[config.mk]
export PLATFORM = sky130hd
export DESIGN_NAME = tvec_regs
export DESIGN_NICKNAME = d
export VERILOG_FILES = /design/src/common/tvec_pkg.sv /design/src/verilog/tvec_i2c_slave.sv /design/src/verilog/tvec_regs.sv
export SDC_FILE = /design/constraint.sdc
export NUM_CORES = 1
export LEC_CHECK = 0
export BUFFER_PORTS_ARGS = -buffer_cell sky130_fd_sc_hd__buf_4
export CAP_MARGIN = 20
export CORE_UTILIZATION = 48
export CTS_BUF_LIST = sky130_fd_sc_hd__clkbuf_8
export DETAILED_ROUTE_END_ITERATION = 12
export MAX_ROUTING_LAYER = met4
export PLACE_DENSITY_LB_ADDON = 0.15
export SYNTH_ARGS = -nofsm -noshare
export SYNTH_HDL_FRONTEND = slang
export SYNTH_SLANG_ARGS = --single-unit
[constraint.sdc]
create_clock -name core_clk -period 2.85 [get_ports core_clk]
set_input_delay 0.1425 -clock core_clk [delete_from_list [all_inputs] [get_ports core_clk]]
set_output_delay 0.1425 -clock core_clk [all_outputs]
set_load 0.02 [all_outputs]
[src/common/tvec_pkg.sv]
package tvec_pkg;
    // Register offsets.
    localparam logic [7:0] TVEC_OFS_EVT_FLAGS = 8'h90;
    localparam logic [7:0] TVEC_OFS_EVT_EN    = 8'h92;
    localparam logic [7:0] TVEC_OFS_GEN_CTL   = 8'h94;
    localparam logic [7:0] TVEC_OFS_TX_CTL    = 8'h95;
    // Field positions.
    localparam int TVEC_BIT_SLOW_OSC   = 4;
    localparam int TVEC_BIT_CONFIG_PIN_OVERVOLTAGE_FAULT   = 3;
    localparam int TVEC_BIT_OVERTEMP   = 2;
    localparam int TVEC_BIT_CLR_POLICY = 7;
    localparam int TVEC_BIT_PD_RESET   = 6;
    localparam int TVEC_BIT_SOFT_RESET = 5;
    localparam int TVEC_BIT_SAMPLE_POL = 4;
    localparam int TVEC_POLL_LSB       = 2;
    localparam int TVEC_SHARE_LSB      = 0;
    localparam int TVEC_BIT_TX_CARRIER = 2;
    localparam int TVEC_BIT_TX_FRS     = 1;
    // Implemented bits; everything else is reserved and reads zero, except general control bit 7, the read-only policy strap.
    localparam logic [7:0] TVEC_EVT_MASK    = 8'h1c;
    localparam logic [7:0] TVEC_GEN_WR_MASK = 8'h7f;
    localparam logic [7:0] TVEC_TX_WR_MASK  = 8'h06;
    // Reset values.
    localparam logic [7:0] TVEC_RST_EVT_FLAGS = 8'h00;
    localparam logic [7:0] TVEC_RST_EVT_EN    = 8'h00;
    localparam logic [7:0] TVEC_RST_GEN_CTL   = 8'h04;
    localparam logic [7:0] TVEC_RST_TX_CTL    = 8'h00;
    // Timing.
    localparam int TVEC_CLK_PERIOD_NS  = 10;
    localparam int TVEC_POLL_BASE_NS   = 1000000;
    localparam int TVEC_POLL_BASE_CYC  = TVEC_POLL_BASE_NS / TVEC_CLK_PERIOD_NS;
    localparam int TVEC_POLL_CNT_W     = 21;
    // Serial slave states.
    typedef enum logic [3:0] {
        TVEC_I2C_IDLE     = 4'h0,
        TVEC_I2C_ADDR     = 4'h1,
        TVEC_I2C_ACK_ADDR = 4'h2,
        TVEC_I2C_PTR      = 4'h3,
        TVEC_I2C_ACK_PTR  = 4'h4,
        TVEC_I2C_WDATA    = 4'h5,
        TVEC_I2C_ACK_W    = 4'h6,
        TVEC_I2C_RDATA    = 4'h7,
        TVEC_I2C_RACK     = 4'h8
    } tvec_i2c_state_e;
endpackage

[src/verilog/tvec_i2c_slave.sv]
`timescale 1ns/1ns
module tvec_i2c_slave #(
    parameter logic [6:0] DEV_ADDR = 7'h20
) (
    input  wire logic       clk,
    input  wire logic       rst_n,
    input  wire logic       scl_pin,
    input  wire logic       sda_in,
    output logic            sda_out,
    output logic            sda_oe_n,
    output logic [7:0]      reg_addr,
    output logic [7:0]      reg_wdata,
    output logic            reg_wr,
    output logic            reg_rd,
    input  wire logic [7:0] reg_rdata
);
    import tvec_pkg::*;

    logic [1:0]      scl_sync_q;
    logic [1:0]      sda_sync_q;
    logic            scl_d1_q;
    logic            sda_d1_q;
    logic            scl_s;
    logic            sda_s;
    logic            scl_rise;
    logic            scl_fall;
    logic            start_cond;
    logic            stop_cond;
    tvec_i2c_state_e state_q;
    logic [3:0]      bit_cnt_q;
    logic [7:0]      shift_q;
    logic            rw_q;
    logic            nack_q;

    always_ff @(posedge clk or negedge rst_n) begin
        if (!rst_n) begin
            scl_sync_q <= 2'h3;
            sda_sync_q <= 2'h3;
            scl_d1_q   <= 1'b1;
            sda_d1_q   <= 1'b1;
        end else begin
            scl_sync_q <= {scl_sync_q[0], scl_pin};
            sda_sync_q <= {sda_sync_q[0], sda_in};
            scl_d1_q   <= scl_sync_q[1];
            sda_d1_q   <= sda_sync_q[1];
        end
    end

    assign scl_s      = scl_sync_q[1];
    assign sda_s      = sda_sync_q[1];
    assign scl_rise   = scl_s & ~scl_d1_q;
    assign scl_fall   = ~scl_s & scl_d1_q;
    assign start_cond = scl_s & scl_d1_q & sda_d1_q & ~sda_s;
    assign stop_cond  = scl_s & scl_d1_q & ~sda_d1_q & sda_s;

    // The pin is open drain: only a low is ever driven.
    always_ff @(posedge clk or negedge rst_n) begin
        if (!rst_n) begin
            sda_out <= 1'b0;
        end else begin
            sda_out <= 1'b0;
        end
    end

    // On a read, reg_wdata carries the byte just loaded so the owner knows exactly which bits were seen.
    always_ff @(posedge clk or negedge rst_n) begin
        if (!rst_n) begin
            state_q   <= TVEC_I2C_IDLE;
            bit_cnt_q <= 4'h0;
            shift_q   <= 8'h00;
            rw_q      <= 1'b0;
            nack_q    <= 1'b0;
            sda_oe_n  <= 1'b1;
            reg_addr  <= 8'h00;
            reg_wdata <= 8'h00;
            reg_wr    <= 1'b0;
            reg_rd    <= 1'b0;
        end else begin
            reg_wr <= 1'b0;
            reg_rd <= 1'b0;
            if (reg_wr || reg_rd) begin
                reg_addr <= reg_addr + 8'h01;
            end
            if (start_cond) begin
                state_q   <= TVEC_I2C_ADDR;
                bit_cnt_q <= 4'h0;
                sda_oe_n  <= 1'b1;
            end else if (stop_cond) begin
                state_q  <= TVEC_I2C_IDLE;
                sda_oe_n <= 1'b1;
            end else if (scl_rise) begin
                case (state_q)
                    TVEC_I2C_ADDR, TVEC_I2C_PTR, TVEC_I2C_WDATA: begin
                        shift_q   <= {shift_q[6:0], sda_s};
                        bit_cnt_q <= bit_cnt_q + 4'h1;
                    end
                    TVEC_I2C_RACK: nack_q <= sda_s;
                    default: ;
                endcase
            end else if (scl_fall) begin
                case (state_q)
                    TVEC_I2C_ADDR: begin
                        if (bit_cnt_q == 4'h8) begin
                            if (shift_q[7:1] == DEV_ADDR) begin
                                sda_oe_n <= 1'b0;
                                rw_q     <= shift_q[0];
                                state_q  <= TVEC_I2C_ACK_ADDR;
                            end else begin
                                state_q <= TVEC_I2C_IDLE;
                            end
                        end
                    end
                    TVEC_I2C_PTR: begin
                        if (bit_cnt_q == 4'h8) begin
                            sda_oe_n <= 1'b0;
                            reg_addr <= shift_q;
                            state_q  <= TVEC_I2C_ACK_PTR;
                        end
                    end
                    TVEC_I2C_WDATA: begin
                        if (bit_cnt_q == 4'h8) begin
                            sda_oe_n  <= 1'b0;
                            reg_wdata <= shift_q;
                            reg_wr    <= 1'b1;
                            state_q   <= TVEC_I2C_ACK_W;
                        end
                    end
                    TVEC_I2C_ACK_ADDR, TVEC_I2C_RACK: begin
                        bit_cnt_q <= 4'h0;
                        if (state_q == TVEC_I2C_RACK && nack_q) begin
                            sda_oe_n <= 1'b1;
                            state_q  <= TVEC_I2C_IDLE;
                        end else if (state_q == TVEC_I2C_RACK || rw_q) begin
                            shift_q   <= reg_rdata;
                            reg_wdata <= reg_rdata;
                            sda_oe_n  <= reg_rdata[7];
                            reg_rd    <= 1'b1;
                            state_q   <= TVEC_I2C_RDATA;
                        end else begin
                            sda_oe_n <= 1'b1;
                            state_q  <= TVEC_I2C_PTR;
                        end
                    end
                    TVEC_I2C_ACK_PTR, TVEC_I2C_ACK_W: begin
                        sda_oe_n  <= 1'b1;
                        bit_cnt_q <= 4'h0;
                        state_q   <= TVEC_I2C_WDATA;
                    end
                    TVEC_I2C_RDATA: begin
                        if (bit_cnt_q == 4'h7) begin
                            sda_oe_n <= 1'b1;
                            state_q  <= TVEC_I2C_RACK;
                        end else begin
                            sda_oe_n  <= shift_q[6];
                            shift_q   <= {shift_q[6:0], 1'b0};
                            bit_cnt_q <= bit_cnt_q + 4'h1;
                        end
                    end
                    default: ;
                endcase
            end
        end
    end
endmodule

[src/verilog/tvec_regs.sv]
`timescale 1ns/1ns
// Function
// RULE1 - Slow oscillator expiry sets event bit 4.
// RULE2 - Unattached CC overvoltage sets event bit 3.
// RULE3 - Overtemperature shutdown sets event bit 2.
// RULE4 - Enable bits per event, reset masked.
// RULE5 - Clear policy: write-one or clear on read.
// RULE6 - Policy covers vendor flags, not packet start.
// RULE7 - Bit 6 resets PD state machines, self-clears.
// RULE8 - Bit 5 restores all defaults, self-clears.
// RULE9 - Host reprograms settings after soft reset.
// RULE10 - Bit 4 picks continuous or pre-toggle sampling.
// RULE11 - Poll interval codes 1/2/8/16 ms, reset 01.
// RULE12 - Source share codes 30/10/50/60 percent.
// RULE13 - General control resets to 0x04.
// RULE14 - Transmit bit 1 sends fast role swap.
// RULE15 - Transmit bit 2 selects continuous carrier.
// RULE16 - Alert while any enabled flag set.
// RULE17 - Reserved bits read zero, writes ignored.
module tvec_regs #(
    parameter logic [6:0] DEV_ADDR         = 7'h20,
    parameter int         POLL_BASE_CYCLES = tvec_pkg::TVEC_POLL_BASE_CYC
) (
    input  wire logic core_clk,
    input  wire logic rst_n,
    input  wire logic scl_pin,
    input  wire logic sda_in,
    output logic      sda_out,
    output logic      sda_oe_n,
    input  wire logic slow_osc_timer_expired,
    input  wire logic config_pin_over_limit,
    input  wire logic port_unattached,
    input  wire logic overtemp_shutdown,
    input  wire logic clear_policy_strap,
    input  wire logic drp_toggle_active,
    input  wire logic role_toggle_due,
    input  wire logic pd_phy_reset_done,
    input  wire logic fast_role_swap_sent,
    output logic      vendor_alert,
    output logic      pd_phy_state_reset,
    output logic      whole_chip_soft_reset,
    output logic      config_pin_sample,
    output logic [1:0] toggle_source_share,
    output logic      fast_role_swap_req,
    output logic      test_carrier_continuous_sel
);
    import tvec_pkg::*;

    localparam int PIN_N = 5;

    logic [1:0]                 rst_sync_q;
    logic                       rst_int_n;
    logic [PIN_N-1:0]           pin_raw;
    logic [PIN_N-1:0]           pin_s;
    logic                       osc_s;
    logic                       cc_s;
    logic                       unatt_s;
    logic                       ot_s;
    logic                       strap_s;
    logic [7:0]                 reg_addr;
    logic [7:0]                 reg_wdata;
    logic                       reg_wr;
    logic                       reg_rd;
    logic [7:0]                 reg_rdata;
    logic [7:0]                 flags_q;
    logic [7:0]                 flags_d;
    logic [7:0]                 flag_set;
    logic [7:0]                 flag_clr;
    logic [7:0]                 en_q;
    logic [7:0]                 gen_q;
    logic [7:0]                 tx_q;
    logic                       policy_q;
    logic [1:0]                 strap_wait_q;
    logic                       soft_q;
    logic [TVEC_POLL_CNT_W-1:0] poll_cnt_q;
    logic [TVEC_POLL_CNT_W-1:0] poll_limit;

    always_ff @(posedge core_clk or negedge rst_n) begin
        if (!rst_n) begin
            rst_sync_q <= 2'h0;
        end else begin
            rst_sync_q <= {rst_sync_q[0], 1'b1};
        end
    end
    assign rst_int_n = rst_sync_q[1];

    // Analog status lines arrive asynchronously; each gets two flops before use.
    assign pin_raw = {clear_policy_strap, overtemp_shutdown, port_unattached,
                      config_pin_over_limit, slow_osc_timer_expired};
    for (genvar i = 0; i < PIN_N; i++) begin : g_sync
        logic [1:0] sync_q;
        always_ff @(posedge core_clk or negedge rst_int_n) begin
            if (!rst_int_n) begin
                sync_q <= 2'h0;
            end else begin
                sync_q <= {sync_q[0], pin_raw[i]};
            end
        end
        assign pin_s[i] = sync_q[1];
    end
    assign osc_s   = pin_s[0];
    assign cc_s    = pin_s[1];
    assign unatt_s = pin_s[2];
    assign ot_s    = pin_s[3];
    assign strap_s = pin_s[4];

    tvec_i2c_slave #(
        .DEV_ADDR (DEV_ADDR)
    ) u_i2c (
        .clk       (core_clk),
        .rst_n     (rst_int_n),
        .scl_pin   (scl_pin),
        .sda_in    (sda_in),
        .sda_out   (sda_out),
        .sda_oe_n  (sda_oe_n),
        .reg_addr  (reg_addr),
        .reg_wdata (reg_wdata),
        .reg_wr    (reg_wr),
        .reg_rd    (reg_rd),
        .reg_rdata (reg_rdata)
    );

    // The policy bit is a read-only strap, caught once its synchroniser holds the pin level.
    always_ff @(posedge core_clk or negedge rst_int_n) begin
        if (!rst_int_n) begin
            policy_q     <= 1'b0;
            strap_wait_q <= 2'h0;
        end else if (strap_wait_q != 2'h3) begin
            strap_wait_q <= strap_wait_q + 2'h1;
            if (strap_wait_q == 2'h2) begin
                policy_q <= strap_s;
            end
        end
    end

    always_comb begin
        reg_rdata = 8'h00;
        case (reg_addr)
            TVEC_OFS_EVT_FLAGS: reg_rdata = flags_q & TVEC_EVT_MASK; // RULE17
            TVEC_OFS_EVT_EN:    reg_rdata = en_q & TVEC_EVT_MASK;
            TVEC_OFS_GEN_CTL:   reg_rdata = {policy_q, gen_q[6:0]};
            TVEC_OFS_TX_CTL:    reg_rdata = tx_q & TVEC_TX_WR_MASK;
            default:            reg_rdata = 8'h00;
        endcase
    end

    always_comb begin
        flag_set = 8'h00;
        flag_set[TVEC_BIT_SLOW_OSC] = osc_s; // RULE1
        flag_set[TVEC_BIT_CONFIG_PIN_OVERVOLTAGE_FAULT] = cc_s & unatt_s; // RULE2
        flag_set[TVEC_BIT_OVERTEMP] = ot_s; // RULE3
        flag_clr = 8'h00;
        // Only the vendor flags live here; the packet-start alert is elsewhere and never sees this clear.
        if (!policy_q && reg_wr && reg_addr == TVEC_OFS_EVT_FLAGS) begin
            flag_clr = reg_wdata & TVEC_EVT_MASK; // RULE5 RULE6
        end else if (policy_q && reg_rd && reg_addr == TVEC_OFS_EVT_FLAGS) begin
            flag_clr = reg_wdata & TVEC_EVT_MASK; // RULE5 RULE6
        end
        // A new event in the clearing cycle survives.
        flags_d = ((flags_q & ~flag_clr) | flag_set) & TVEC_EVT_MASK;
    end

    always_ff @(posedge core_clk or negedge rst_int_n) begin
        if (!rst_int_n) begin
            flags_q <= TVEC_RST_EVT_FLAGS;
        end else if (soft_q) begin
            flags_q <= TVEC_RST_EVT_FLAGS; // RULE8
        end else begin
            flags_q <= flags_d;
        end
    end

    always_ff @(posedge core_clk or negedge rst_int_n) begin
        if (!rst_int_n) begin
            en_q <= TVEC_RST_EVT_EN;
        end else if (soft_q) begin
            en_q <= TVEC_RST_EVT_EN; // RULE8
        end else if (reg_wr && reg_addr == TVEC_OFS_EVT_EN) begin
            en_q <= reg_wdata & TVEC_EVT_MASK; // RULE4 RULE17
        end
    end

    // Soft reset lasts one cycle: the bit reads one until the defaults land, then clears with them.
    always_ff @(posedge core_clk or negedge rst_int_n) begin
        if (!rst_int_n) begin
            soft_q <= 1'b0;
        end else begin
            soft_q <= !soft_q && reg_wr && reg_addr == TVEC_OFS_GEN_CTL && reg_wdata[TVEC_BIT_SOFT_RESET]; // RULE8
        end
    end

    always_ff @(posedge core_clk or negedge rst_int_n) begin
        if (!rst_int_n) begin
            gen_q <= TVEC_RST_GEN_CTL; // RULE13
        end else if (soft_q) begin
            gen_q <= TVEC_RST_GEN_CTL; // RULE8 RULE13
        end else begin
            if (reg_wr && reg_addr == TVEC_OFS_GEN_CTL) begin
                gen_q <= reg_wdata & TVEC_GEN_WR_MASK; // RULE10 RULE11 RULE12 RULE17
                gen_q[TVEC_BIT_PD_RESET] <= reg_wdata[TVEC_BIT_PD_RESET] | gen_q[TVEC_BIT_PD_RESET]; // RULE7
            end else if (pd_phy_reset_done) begin
                gen_q[TVEC_BIT_PD_RESET] <= 1'b0; // RULE7
            end
            if (reg_wr && reg_addr == TVEC_OFS_GEN_CTL && reg_wdata[TVEC_BIT_SOFT_RESET]) begin
                gen_q[TVEC_BIT_SOFT_RESET] <= 1'b1; // RULE8
            end
        end
    end

    always_ff @(posedge core_clk or negedge rst_int_n) begin
        if (!rst_int_n) begin
            tx_q <= TVEC_RST_TX_CTL;
        end else if (soft_q) begin
            tx_q <= TVEC_RST_TX_CTL; // RULE8
        end else if (reg_wr && reg_addr == TVEC_OFS_TX_CTL) begin
            tx_q <= (reg_wdata & TVEC_TX_WR_MASK) | (tx_q & (8'h01 << TVEC_BIT_TX_FRS)); // RULE14 RULE15 RULE17
        end else if (fast_role_swap_sent) begin
            tx_q[TVEC_BIT_TX_FRS] <= 1'b0; // RULE14
        end
    end

    always_comb begin
        case (gen_q[TVEC_POLL_LSB +: 2])
            2'h0:    poll_limit = TVEC_POLL_CNT_W'(POLL_BASE_CYCLES - 1); // RULE11
            2'h1:    poll_limit = TVEC_POLL_CNT_W'(POLL_BASE_CYCLES * 2 - 1);
            2'h2:    poll_limit = TVEC_POLL_CNT_W'(POLL_BASE_CYCLES * 8 - 1);
            default: poll_limit = TVEC_POLL_CNT_W'(POLL_BASE_CYCLES * 16 - 1);
        endcase
    end

    always_ff @(posedge core_clk or negedge rst_int_n) begin
        if (!rst_int_n) begin
            poll_cnt_q        <= '0;
            config_pin_sample <= 1'b0;
        end else begin
            config_pin_sample <= 1'b0;
            if (!(drp_toggle_active && unatt_s)) begin
                poll_cnt_q <= '0;
            end else if (gen_q[TVEC_BIT_SAMPLE_POL]) begin
                poll_cnt_q        <= '0;
                config_pin_sample <= role_toggle_due; // RULE10
            end else if (poll_cnt_q >= poll_limit) begin
                poll_cnt_q        <= '0;
                config_pin_sample <= 1'b1; // RULE10 RULE11
            end else begin
                poll_cnt_q <= poll_cnt_q + TVEC_POLL_CNT_W'(1);
            end
        end
    end

    always_ff @(posedge core_clk or negedge rst_int_n) begin
        if (!rst_int_n) begin
            vendor_alert                <= 1'b0;
            pd_phy_state_reset          <= 1'b0;
            whole_chip_soft_reset       <= 1'b0;
            toggle_source_share         <= 2'h0;
            fast_role_swap_req          <= 1'b0;
            test_carrier_continuous_sel <= 1'b0;
        end else begin
            vendor_alert                <= |(flags_q & en_q & TVEC_EVT_MASK); // RULE4 RULE16
            pd_phy_state_reset          <= gen_q[TVEC_BIT_PD_RESET]; // RULE7
            whole_chip_soft_reset       <= soft_q; // RULE8
            toggle_source_share         <= gen_q[TVEC_SHARE_LSB +: 2]; // RULE12
            fast_role_swap_req          <= tx_q[TVEC_BIT_TX_FRS]; // RULE14
            test_carrier_continuous_sel <= tx_q[TVEC_BIT_TX_CARRIER]; // RULE15
        end
    end
endmodule

==> impl_metrics.env <==
export IMPL_run_status="completed"
export IMPL_wire_per_inst_um=15.6
export IMPL_num_rows=38
export IMPL_grtUsageTotal_pct=21.7
export IMPL_dieArea_um2=11700
export IMPL_place_congestion=0.874
export IMPL_grt_pass1_wl_um=19000
export IMPL_pwr_density_cell_nw_per_um2=508
export IMPL_cp_end_kind="register"
export IMPL_clock_skew_ns=0.0148
export IMPL_slew_headroom_pct=47.7
export IMPL_grt_max_degree=54
export IMPL_critPathArrivalTime_ns=2.72
export IMPL_coreArea_um2=10900
export IMPL_first_pass_iters=4
export IMPL_cts_buffers_inserted=9
export IMPL_peakVddDrop_v=0.000364
export IMPL_final_common_cell="dfrtp_1"
export IMPL_layout_worst_path_cycle_share_pct=86.0
export IMPL_min_period_ns=2.45
export IMPL_cts_max_path_buffers=2
export IMPL_cts_tree="built"
export IMPL_final_cell_mix="dfrtp_1 (93), nor2_1 (56), nand2_1 (54)"
export IMPL_holdWs_ns=0.0158
export IMPL_cp_required_ns=3.12
export IMPL_final_hold_viol_count=0
export IMPL_place_inst=684
export IMPL_ys_ff_latch=102
export IMPL_die_w_um=108
export IMPL_hpwl_um=7920
export IMPL_maxCapViolations=0
export IMPL_viasPerCell=5.54
export IMPL_rsz0062_at_grt="no"
export IMPL_layout_drive_gt1_share_pct=15.1
export IMPL_ys_seq_area_share_pct=47.3
export IMPL_maxSlewViolCount=0
export IMPL_grt_overflow=0
export IMPL_ios=23
export IMPL_synth_distinct_cells=62
export IMPL_io_buffers=21
export IMPL_stdcell_count=708
export IMPL_setup_viol=0
export IMPL_cts_htree_levels=3
export IMPL_synth_nets=578
export IMPL_reg2reg_to="poll_cnt_q[5]"
export IMPL_numClockSinks=102
export IMPL_clk_pin_slew_worst_paths_ns=0.11
export IMPL_cp_start_kind="register"
export IMPL_worst_pin_slew_ns=0.781
export IMPL_power_leakage_nw=2.65
export IMPL_crit_fanout=21
export IMPL_via_count=3920
export IMPL_min_path_cells=3
export IMPL_grt_pass1_vias=3858
export IMPL_yosys_warnings=0
export IMPL_min_to="config_pin_sample"
export IMPL_antenna_found_initial=0
export IMPL_hold_path_class="in -> reg"
export IMPL_tns_ns=0
export IMPL_fin_nets=600
export IMPL_reg2regPathDepth=9
export IMPL_fmax_ghz=0.408
export IMPL_criticalPathCategory="reg -> reg"
export IMPL_synthToLayoutAreaGrowth_pct=11.0
export IMPL_start_util_pct=49.5
export IMPL_syn_inst=541
export IMPL_synth_edff_count=0
export IMPL_drtIter0Drc=198
export IMPL_remaining_drc_errors=0
export IMPL_timing_rr_start="gen_q[2]"
export IMPL_syn_area_um2=5410
export IMPL_final_area_um2=6010
export IMPL_syn_avg_cell_area_um2=10.0
export IMPL_wirelength_um=11000
export IMPL_drtAntennaViolNets=0
export IMPL_synth_ff_type="dfrtp_1"
export IMPL_ctsRootBufferMaster="clkbuf_8"
export IMPL_clkLatencyLatePin_ns=0.40
export IMPL_ys_async_sr_fraction_pct=100
export IMPL_n_antenna_cell=0
export IMPL_placedInstanceArea_um2=5720
export IMPL_rrSetupSlack_ns=0.40
export IMPL_fp_dieH_um=108
export IMPL_min_from="role_toggle_due"
[how the worst max path moves through the flow]
stage / from / end / slack (ns) / cells after the start
final: gen_q[2] / poll_cnt_q[5] / 0.40 / 9
after CTS: gen_q[2] / poll_cnt_q[16] / 0.44 / 9
after global placement: gen_q[2] / poll_cnt_q[10] / 0.50 / 8
after detailed placement: gen_q[2] / poll_cnt_q[5] / 0.46 / 9
after global routing: gen_q[2] / poll_cnt_q[6] / 0.25 / 9
after floorplan: gen_q[3] / poll_cnt_q[12] / 0.35 / 10
[synthesized netlist by cell type, types with 4 or more instances]
master	number	area share (%)
xnor2_1	11	1.8
nand2_1	54	3.7
nand4_1	9	1.0
a22o_1	9	1.5
and4_1	4	0.65
nand3b_1	7	0.97
nand2b_1	10	1.2
a21oi_1	18	1.7
dfrtp_1	94	43
mux2_2	21	4.4
o21ai_0	22	2.0
xor2_1	21	3.4
nor2_1	56	3.9
dfstp_2	8	3.9
and2_1	5	0.58
inv_1	26	1.8
o31ai_1	8	1.1
clkbuf_1	21	1.5
o211ai_1	6	0.83
mux2i_1	15	2.8
nand3_1	19	1.8
nor4_1	9	1.0
a211oi_1	4	0.55
ha_1	24	5.5
[worst max-delay path: stages (launching register included)]
cell	delay [ns]
dfstp_2	0.62
or2_2	0.17
inv_1	0.05
ha_1	0.27
nand3_1	0.07
nor4_1	0.52
o211ai_1	0.18
nand4_1	0.10
buf_4	0.26
nor2_1	0.09
[sequential cells by signal, indices dropped and copies added (netlist names), 4 cells and up]
name and cells:
g_sync.sync_q 10, gen_q 7, poll_cnt_q 21, u_i2c.bit_cnt_q 4, u_i2c.reg_addr 8, u_i2c.reg_wdata 7
u_i2c.shift_q 8, u_i2c.state_q 4
[final cells by class]
class                      count  area [um2]
clock buffer                   9         124
clock inverter                 7        86.3
fill                        1008        4930
inverter                      26        97.6
multi-input combinational    387        2650
sequential                   102        2570
tap                          140         175
timing repair buffer          37         310
[logic make-up after synthesis]
| kind of cell | after synthesis | synth area share, % |
|---|---|---|
| XOR/XNOR | 32 | 5.18 |
| AND/OR/NAND/NOR | 197 | 18.3 |
| adder cells (fa/ha/maj) | 24 | 5.55 |
| flip-flops | 102 | 47.3 |
| AO/OA/AOI/OAI | 96 | 12.5 |
| other | 2 | 0.139 |
| multiplexers | 36 | 7.14 |
| buffers and inverters | 52 | 3.88 |
[power by group]
group	leakage [nW]	internal (mW)	switching (mW)	total, mW
logic	1.21	0.191	0.282	0.473
registers	1.33	1.52	0.0770	1.60
clock network	0.104	0.426	0.555	0.981
[metrics by stage]
step / utilization (%) / setup slack, ns / power [mW]
floorplan: - / 0.346 / 1.96
global placement: 52.3 / 0.498 / 2.09
detailed placement: 52.3 / 0.459 / 2.09
CTS: 54.9 / 0.443 / 3.09
global route: 54.9 / 0.253 / 3.21
finish: 54.9 / 0.400 / 3.05
[repair_timing]
item,CTS,global route
hold endpoints to repair,9,0
hold buffers,8,0
setup buffers,0,0
gates resized for setup,0,0
setup endpoints to repair,0,0
[layer usage]
metal	vias to the layer above	GRT usage [%]	wire, um
li1	1942	-	-
met1	1904	29.7	5450
met2	62	31.6	5030
met3	12	4.34	397
met4	0	8.02	135
met5	-	-	0
Power figures use the tool's default switching activity.
